==> src/inc/wakeup_corr_pkg.sv <==
// constants, state types and register map of the wakeup correlator
// assumes a 250 MHz aclk and a 32.768 kHz real-time tick derived from it
package wakeup_corr_pkg;
    localparam int          ADDR_W         = 5;
    localparam int          CLK_HZ         = 250_000_000;
    localparam int          RTC_HZ         = 32_768;
    localparam int          RTC_DIV_CYC    = CLK_HZ / RTC_HZ;
    localparam int          TO_STEP_MS     = 50;
    localparam int          TO_STEP_TICKS  = TO_STEP_MS * RTC_HZ / 1000;
    localparam logic [4:0]  OFS_CTRL       = 5'h00;
    localparam logic [4:0]  OFS_TIMING     = 5'h04;
    localparam logic [4:0]  OFS_PAT_HI     = 5'h08;
    localparam logic [4:0]  OFS_PAT_LO     = 5'h0C;
    localparam logic [4:0]  OFS_FALSE      = 5'h10;
    localparam logic [4:0]  OFS_CMD        = 5'h14;
    localparam int          CORR_EN_BIT    = 1;
    localparam int          DOUBLE_BIT     = 2;
    localparam int          DEC_EN_BIT     = 3;
    localparam int          TOL_LSB        = 5;
    localparam int          BP_LSB         = 0;
    localparam int          TO_LSB         = 5;
    localparam int          CLEAR_WAKE_BIT = 0;
    localparam logic [7:0]  CTRL_MASK      = 8'h6E;
    localparam logic [7:0]  CTRL_RST       = 8'h00;
    localparam logic [7:0]  TIMING_RST     = 8'h0F;
    localparam logic [7:0]  PAT_HI_RST     = 8'h96;
    localparam logic [7:0]  PAT_LO_RST     = 8'h69;
    localparam logic [4:0]  BP_MIN_CODE    = 5'h03;
    localparam logic [5:0]  CARRIER_WAIT   = 6'h10;
    localparam logic [2:0]  PREAMBLE_MIN   = 3'h4;
    localparam logic [5:0]  FRAME_MAX      = 6'h28;
    localparam logic [5:0]  PATTERN_CHIPS  = 6'h10;
    localparam logic [1:0]  RESP_OKAY      = 2'h0;
    localparam logic [1:0]  RESP_SLVERR    = 2'h2;

    typedef enum logic [2:0] {
        ST_LISTEN, ST_PREAMBLE, ST_PATTERN, ST_DOUBLE, ST_WAKE
    } corr_state_t;

    typedef struct packed {
        logic [1:0]        car_sync;
        logic [1:0]        dat_sync;
        logic              car_prev;
        logic [7:0]        ctrl;
        logic [7:0]        timing;
        logic [7:0]        pat_hi;
        logic [7:0]        pat_lo;
        logic [7:0]        fcnt;
        logic              aw_held;
        logic              w_held;
        logic [ADDR_W-1:0] awaddr;
        logic [7:0]        wdata;
        logic              wlane;
        logic              bvalid;
        logic [1:0]        bresp;
        logic              rvalid;
        logic [1:0]        rresp;
        logic [31:0]       rdata;
        logic [12:0]       rtc_cnt;
        logic [4:0]        tick_cnt;
        logic [5:0]        chip_cnt;
        logic [2:0]        pre_cnt;
        logic              last_chip;
        logic [15:0]       shift;
        corr_state_t       st;
        logic [13:0]       to_cnt;
        logic              dec_phase;
        logic              dec_first;
        logic              dec_data;
        logic              dec_clk;
        logic              wake;
    } corr_core_t;
endpackage

==> src/hdl/wakeup_pattern_correlator.sv <==
// wakeup correlator: preamble and pattern check, manchester decode, timeout
// assumes carrier_detect and demod_data come asynchronously from the slicer
//
// Function
// correlation after carrier detect runs only when correlator_enable is one
// no preamble within 16 bit periods: back to listening, count false wakeup
// pattern search starts after at least four alternating preamble bits
// bit period is bit_period_select plus one rtc periods, 4 to 32
// transmitter keeps preamble plus pattern within 40 bit periods
// pattern is two written bytes, sixteen half-bit chips, manchester coded
// low-to-high within a bit is zero, high-to-low is one
// pattern resets to hex 96 and is compared msb first; the code resets it to hex 9669
// transmitter sends the pattern msb first
// double_pattern_select demands the pattern twice in succession
// missed_zero_tolerance allows zero to three missed zero chips
// a pattern match raises the wake output
// decoder enabled: decoded data and recovered clock drive their pins
// decoded data is stable at the recovered clock rising edge
// failed detection ends internal wakeup silently, counts false wakeup
// clear-wake command ends the wake state, back to listening
// auto_timeout_select ends wake after code times 50 ms, 0 disables
// timeout count starts at the rising edge of wake
// correlator disabled: wake on carrier detection alone
// bit period codes below 00011 are reserved and act as 00011
// false wakeup counter saturates at its maximum
`timescale 1ns/1ps
`default_nettype none
module wakeup_pattern_correlator
    import wakeup_corr_pkg::*;
#(
    parameter int RTC_DIV = RTC_DIV_CYC,   // aclk cycles per rtc period
    parameter int TO_STEP = TO_STEP_TICKS  // rtc periods per timeout step
)(
    input  wire logic              aclk,          // 250 MHz clock
    input  wire logic              aresetn,       // sync reset, active low
    input  wire logic [ADDR_W-1:0] awaddr,        // write address
    input  wire logic              awvalid,       // write address valid
    output logic                   awready,       // write address ready
    input  wire logic [31:0]       wdata,         // write data
    input  wire logic [3:0]        wstrb,         // write byte enables
    input  wire logic              wvalid,        // write data valid
    output logic                   wready,        // write data ready
    output logic [1:0]             bresp,         // write response
    output logic                   bvalid,        // write response valid
    input  wire logic              bready,        // write response ready
    input  wire logic [ADDR_W-1:0] araddr,        // read address
    input  wire logic              arvalid,       // read address valid
    output logic                   arready,       // read address ready
    output logic [31:0]            rdata,         // read data
    output logic [1:0]             rresp,         // read response
    output logic                   rvalid,        // read data valid
    input  wire logic              rready,        // read data ready
    input  wire logic              carrier_detect, // async carrier present
    input  wire logic              demod_data,    // async demodulated chips
    output logic                   wake,          // wake interrupt to host
    output logic                   decoded_bitstream_out, // decoded data
    output logic                   recovered_bit_clock    // recovered clock
);
    corr_core_t s;
    corr_core_t n;

    function automatic logic mapped(input logic [ADDR_W-1:0] a);
        return a == OFS_CTRL || a == OFS_TIMING || a == OFS_PAT_HI ||
               a == OFS_PAT_LO || a == OFS_FALSE || a == OFS_CMD;
    endfunction

    // only missed zeros are forgiven; a missing one always fails
    function automatic logic pattern_ok(input logic [15:0] rx,
                                        input logic [15:0] pat,
                                        input logic [1:0]  tol);
        logic [4:0] miss;
        miss = 5'h00;
        for (int i = 0; i < 16; i++)
            miss = miss + {4'h0, ~pat[i] & rx[i]};
        return !(|(pat & ~rx)) && (miss <= {3'h0, tol});
    endfunction

    logic        car_rise;
    logic        chip;
    logic        rtc_tick;
    logic        push;
    logic        fail;
    logic        clear_cmd;
    logic        do_write;
    logic [4:0]  eff_code;
    logic [15:0] pattern;
    logic [15:0] shifted;
    logic [13:0] to_limit;
    logic [2:0]  to_code;

    always_comb
    begin
        n         = s;
        fail      = 1'b0;
        car_rise  = s.car_sync[1] & ~s.car_prev;
        chip      = s.dat_sync[1];
        pattern   = {s.pat_hi, s.pat_lo};
        shifted   = {s.shift[14:0], chip};
        eff_code  = s.timing[BP_LSB +: 5];
        if (eff_code < BP_MIN_CODE)
            eff_code = BP_MIN_CODE;
        to_code   = s.timing[TO_LSB +: 3];
        to_limit  = 14'(to_code * TO_STEP);
        rtc_tick  = s.rtc_cnt == 13'(RTC_DIV - 1);
        push      = rtc_tick && s.tick_cnt == (eff_code >> 1);
        do_write  = s.aw_held && s.w_held && !s.bvalid;
        clear_cmd = do_write && s.awaddr == OFS_CMD && s.wlane &&
                    s.wdata[CLEAR_WAKE_BIT];
        n.car_sync = {s.car_sync[0], carrier_detect};
        n.dat_sync = {s.dat_sync[0], demod_data};
        n.car_prev = s.car_sync[1];
        n.rtc_cnt  = rtc_tick ? 13'h0000 : s.rtc_cnt + 13'h0001;
        // register bus
        if (awvalid && awready)
        begin
            n.aw_held = 1'b1;
            n.awaddr  = awaddr;
        end
        if (wvalid && wready)
        begin
            n.w_held = 1'b1;
            n.wdata  = wdata[7:0];
            n.wlane  = wstrb[0];
        end
        if (do_write)
        begin
            n.aw_held = 1'b0;
            n.w_held  = 1'b0;
            n.bvalid  = 1'b1;
            n.bresp   = mapped(s.awaddr) ? RESP_OKAY : RESP_SLVERR;
            if (s.wlane)
            begin
                case (s.awaddr)
                    OFS_CTRL:   n.ctrl   = s.wdata & CTRL_MASK;
                    OFS_TIMING: n.timing = s.wdata;
                    OFS_PAT_HI: n.pat_hi = s.wdata;
                    OFS_PAT_LO: n.pat_lo = s.wdata;
                    default:    n.ctrl   = n.ctrl;
                endcase
            end
        end
        if (s.bvalid && bready)
            n.bvalid = 1'b0;
        if (s.rvalid && rready)
            n.rvalid = 1'b0;
        if (arvalid && arready)
        begin
            n.rvalid = 1'b1;
            n.rresp  = mapped(araddr) ? RESP_OKAY : RESP_SLVERR;
            case (araddr)
                OFS_CTRL:   n.rdata = {24'h000000, s.ctrl};
                OFS_TIMING: n.rdata = {24'h000000, s.timing};
                OFS_PAT_HI: n.rdata = {24'h000000, s.pat_hi};
                OFS_PAT_LO: n.rdata = {24'h000000, s.pat_lo};
                OFS_FALSE:  n.rdata = {24'h000000, s.fcnt};
                OFS_CMD:    n.rdata = {28'h0000000, s.st, s.wake};
                default:    n.rdata = 32'h00000000;
            endcase
        end

        // chip timing, one sample per bit period mid point
        if (rtc_tick)
            n.tick_cnt = (s.tick_cnt == eff_code) ? 5'h00
                                                  : s.tick_cnt + 5'h01;
        if (push)
        begin
            n.shift     = shifted;
            n.last_chip = chip;
            n.chip_cnt  = s.chip_cnt + 6'h01;
        end
        case (s.st)
            ST_LISTEN:
            begin
                n.tick_cnt = 5'h00;
                n.chip_cnt = 6'h00;
                n.pre_cnt  = 3'h0;
                if (car_rise)
                begin
                    if (!s.ctrl[CORR_EN_BIT])
                    begin
                        n.st   = ST_WAKE;
                        n.wake = 1'b1;
                    end
                    else
                        n.st = ST_PREAMBLE;
                end
            end
            ST_PREAMBLE:
                if (push)
                begin
                    if (chip != s.last_chip && s.chip_cnt != 6'h00)
                        n.pre_cnt = s.pre_cnt + 3'h1;
                    else
                        n.pre_cnt = 3'h1;
                    if (n.pre_cnt >= PREAMBLE_MIN)
                    begin
                        n.st       = ST_PATTERN;
                        n.chip_cnt = {3'h0, PREAMBLE_MIN};
                    end
                    else if (n.chip_cnt >= CARRIER_WAIT)
                        fail = 1'b1;
                end
            ST_PATTERN:
                if (push)
                begin
                    if (pattern_ok(shifted, pattern, s.ctrl[TOL_LSB +: 2]) &&
                        n.chip_cnt >= {3'h0, PREAMBLE_MIN} + PATTERN_CHIPS)
                    begin
                        n.chip_cnt = 6'h00;
                        if (s.ctrl[DOUBLE_BIT])
                            n.st = ST_DOUBLE;
                        else
                        begin
                            n.st   = ST_WAKE;
                            n.wake = 1'b1;
                        end
                    end
                    else if (n.chip_cnt >= FRAME_MAX)
                        fail = 1'b1;
                end
            ST_DOUBLE:
                if (push && n.chip_cnt == PATTERN_CHIPS)
                begin
                    if (pattern_ok(shifted, pattern, s.ctrl[TOL_LSB +: 2]))
                    begin
                        n.st   = ST_WAKE;
                        n.wake = 1'b1;
                    end
                    else
                        fail = 1'b1;
                end
            ST_WAKE:
            begin
                if (rtc_tick && to_code != 3'h0)
                    n.to_cnt = s.to_cnt + 14'h0001;
                if (push && s.ctrl[DEC_EN_BIT])
                begin
                    n.dec_phase = ~s.dec_phase;
                    if (!s.dec_phase)
                    begin
                        n.dec_first = chip;
                        n.dec_clk   = 1'b1;
                    end
                    else
                    begin
                        n.dec_data = s.dec_first & ~chip;
                        n.dec_clk  = 1'b0;
                    end
                end
                if (clear_cmd ||
                    (to_code != 3'h0 && n.to_cnt >= to_limit))
                begin
                    n.st   = ST_LISTEN;
                    n.wake = 1'b0;
                end
            end
            default:
                n.st = ST_LISTEN;
        endcase

        if (fail)
        begin
            n.st = ST_LISTEN;
            if (s.fcnt != 8'hFF)
                n.fcnt = s.fcnt + 8'h01;
        end
        if (!n.wake)
        begin
            n.to_cnt    = 14'h0000;
            n.dec_phase = 1'b0;
            n.dec_clk   = 1'b0;
            n.dec_data  = 1'b0;
        end
    end

    always_ff @(posedge aclk)
    begin
        if (!aresetn)
        begin
            s        <= '0;
            s.ctrl   <= CTRL_RST;
            s.timing <= TIMING_RST;
            s.pat_hi <= PAT_HI_RST;
            s.pat_lo <= PAT_LO_RST;
            s.st     <= ST_LISTEN;
        end
        else
            s <= n;
    end

    assign awready = !s.aw_held && !s.bvalid;
    assign wready  = !s.w_held && !s.bvalid;
    assign bvalid  = s.bvalid;
    assign bresp   = s.bresp;
    assign arready = !s.rvalid;
    assign rvalid  = s.rvalid;
    assign rdata   = s.rdata;
    assign rresp   = s.rresp;
    assign wake    = s.wake;
    assign decoded_bitstream_out = s.dec_data & s.ctrl[DEC_EN_BIT];
    assign recovered_bit_clock   = s.dec_clk & s.ctrl[DEC_EN_BIT];
endmodule // wakeup_pattern_correlator
`default_nettype wire

==> config.mk <==
export PLATFORM = sky130hd
export DESIGN_NAME = wakeup_pattern_correlator
export DESIGN_NICKNAME = d
export VERILOG_FILES = /design/src/inc/wakeup_corr_pkg.sv /design/src/hdl/wakeup_pattern_correlator.sv
export SDC_FILE = /design/constraint.sdc
export NUM_CORES = 1
export LEC_CHECK = 0
export ABC_AREA = 1
export BUFFER_PORTS_ARGS = -buffer_cell sky130_fd_sc_hd__buf_4
export CORE_UTILIZATION = 30
export CTS_CLUSTER_DIAMETER = 150
export CTS_CLUSTER_SIZE = 28
export DETAILED_ROUTE_END_ITERATION = 10
export HOLD_SLACK_MARGIN = 0.02
export PLACE_DENSITY = 0.46
export SKIP_CTS_REPAIR_TIMING = 1
export SYNTH_ARGS = -nofsm -noshare
export SYNTH_HDL_FRONTEND = slang
export SYNTH_SLANG_ARGS = --single-unit
==> constraint.sdc <==
create_clock -name aclk -period 10.85 [get_ports aclk]
set_input_delay 1.085 -clock aclk [delete_from_list [all_inputs] [get_ports aclk]]
set_output_delay 1.085 -clock aclk [all_outputs]
set_load 0.05 [all_outputs]
==> impl_metrics.toml <==
[global_route]
top_usage_layer = "met2"
grt_pass1_wl_um = 33000
antenna_found_initial = 0
grt_remaining_overflow = 0
grt_use_total_pct = 15.8
use_met2_pct = 24.8
grt_pass1_vias = 6486
grt_max_degree = 72
met1_usage_pct = 21.9
global_route.usage.met3_pct = 3.06

[worst_setup_path]
crit_type = "register to register"
reg2reg_depth = 25
regToRegSetupSlack_ps = 5400
reg2reg_from = "pattern[4]"
end_kind = "register"
cp-start-kind = "register"
cp_slowest_stage_delay_ps = 560
worstPathRequired_ps = 11200
critPathArrivalTime_ps = 5800
cp_max_fo = 17
rr_endpoint = "s[18]"
crit_path_top_delay_cell = "fa_1"

[yosys]
synth_area_leaders = "dfxtp_1, nand2_1, inv_1"
async_reset_ff_share_pct = 0
ys_warn_count = 0
yosysTopAreaCellShare_pct = 33.7
yosysTopAreaCell = "dfxtp_1"
synth_top_family_by_area = "simple AND/OR/NAND/NOR gates"
synth_ff_type = "dfxtp_1"
yosysSeqAreaShare_pct = 33.7
synth.ff_latch_count = 133
synth_compound_area_share_pct = 16.0
synth_xor_area_share_pct = 2.64
avgSynthCellArea_sq_um = 7.04
synthSimpleGateAreaFrac_pct = 25.5
syn_inst = 1123
synth_edf_count = 0
synthAdderAreaFrac_pct = 8.08
ys_types = 53
synthMuxAreaShare_pct = 0.127
syn-cell-area_sq_mm = 0.00790

[final_layout]
layout_common_cells = "nand2_1, inv_1, dfxtp_1"
fin_util_pct = 34.6
final_common_cell = "nand2_1"
layout.cells.non_filler = 1505
drive_gt1_share_pct = 11.2
final_area_sq_mm = 0.00896
nets = 1257
syn_to_final_growth_pct = 13.3
diodes = 0

[clocking]
h-tree-depth = 4
root_buffer = "clkbuf_16"
path_clk_slew_ps = 60
clock-sinks = 133
cts_buffer_depth = 2
cts_buffers = 17
cts_tree = "yes"
clk-insertion-delay-late_ps = 420

[floorplanning]
chipHeight_um = 164
start_util_pct = 30.5
io_pins = 99
coreArea_sq_mm = 0.0259
rows = 59
fp.dieArea_sq_mm = 0.0270
die_w_um = 164

[detailed_routing]
totalWireLength_um = 20100
routedWlPerCell_um = 13.3
drt_pass1_iterations = 6
vias = 6833
viasPerCell = 4.54
drtIter0Drc = 356
ant_nets = 0
drc_errors = 0

[power_and_ir_drop]
seq_power_share_pct = 41.5
vdd_ir_drop_max_uv = 65.4
combPwrFrac_pct = 13.8
p_int_uw = 873
power_mw = 1.25
power_density_mw_per_mm2 = 140
swShare_pct = 30.2
p_clk_share_pct = 44.6
p_switching_uw = 377
p_leak_nw = 3.94

[placement]
placed_cells = 1473
gp_congestion = 0.828
place_area_sq_mm = 0.00839
hpwl_um = 15300
dp_slack_ps = 5400
io_buffers = 45

[worst_hold_path]
hp-class = "register to register"
min_to = "chip"
min_from = "n[162]"
hold-path-cell-count = 2

[timing]
max_freq_mhz = 183
fin_crit_ps = 5450
max_slew_margin_pct = 31.3
finalCritPeriodShare_pct = 50.3
fin_skew_ps = 11.8
holdWs_ps = 413
fin_ws_ps = 5400
worstMarginPinSlew_ps = 1020
grt_setup_unrepaired = "no"
drv_slew = 0
hold_violations = 0
setup_tns_ps = 0
setup_violations = 0

[job]
max_cap_viol_count = 0

[status]
status = "complete, no violations"
layer usage:
metal / up-vias / part of all wire [%] / wire, um
met4: 0 / 1.2 / 238
met1: 3068 / 51 / 10300
met2: 125 / 44 / 8730
li1: 3624 / - / -
met3: 16 / 4.2 / 833
met5: - / 0 / 0
power by group through the flow:
stage	clock, mW	sequential (mW)	combinational [mW]
floorplan	0	0.527	0.136
global placement	0	0.530	0.175
detailed placement	0	0.529	0.174
CTS	0.574	0.518	0.174
global route	0.595	0.520	0.193
finish	0.558	0.519	0.173
area by class of cell:
type                       instances  area, sq um
fill                            2783        17000
multi-input combinational        765         4230
sequential                       133         2660
inverter                         193          724
clock buffer                      18          439
tap                              335          419
timing repair buffer              47          353
clock inverter                    14          126
registers in the layout, indices dropped and copies added, names as in the netlist:
register / count
s: 100
pattern: 16
rdata: 8
n: 3
bresp: 1
bvalid: 1
chip: 1
rresp: 1
rvalid: 1
wake: 1
worst max-delay path, delay by kind of cell (launching register included):
kind | cells | cell delay, ps
buffers and inverters | 5 | 480
adder cells (fa/ha/maj) | 7 | 3080
flip-flops | 1 | 310
AND/OR/NAND/NOR | 12 | 1330
AO/OA/AOI/OAI | 1 | 170
worst max path at each step:
stage                     from     to  slack [ps]
global route        pattern[4]   s[6]        5050
CTS                 pattern[4]   s[5]        5340
floorplan           pattern[4]   s[2]        6140
finish              pattern[4]  s[18]        5400
global placement    pattern[4]   s[5]        5460
detailed placement  pattern[4]   s[5]        5400
cells by family after synthesis:
group                    after synthesis
AND/OR/NAND/NOR                      440
multiplexers                           1
XOR/XNOR                              23
AO/OA/AOI/OAI                        230
flip-flops                           133
other                                  1
buffers and inverters                250
adder cells (fa/ha/maj)               45
cells in the mapped netlist (3+ instances only):
cell type  number
xor2_1         21
clkbuf_1       15
nor2_2          6
nor2_1        121
nor3b_1         3
buf_4          36
o21ai_1         3
inv_1         183
o22ai_1        11
o211ai_1        7
nor3_1         15
or2_2           4
a21oi_1        92
inv_2           8
nor2_4         12
nand3_1        47
nor4_1          8
o21bai_1        4
fa_1           10
nand2_1       191
nand3_2         5
nand2_2        10
ha_1           35
o21a_1          3
dfxtp_1       133
o21ai_0        92
nand4_1        12
No activity file was read; power rests on OpenSTA's default activity.
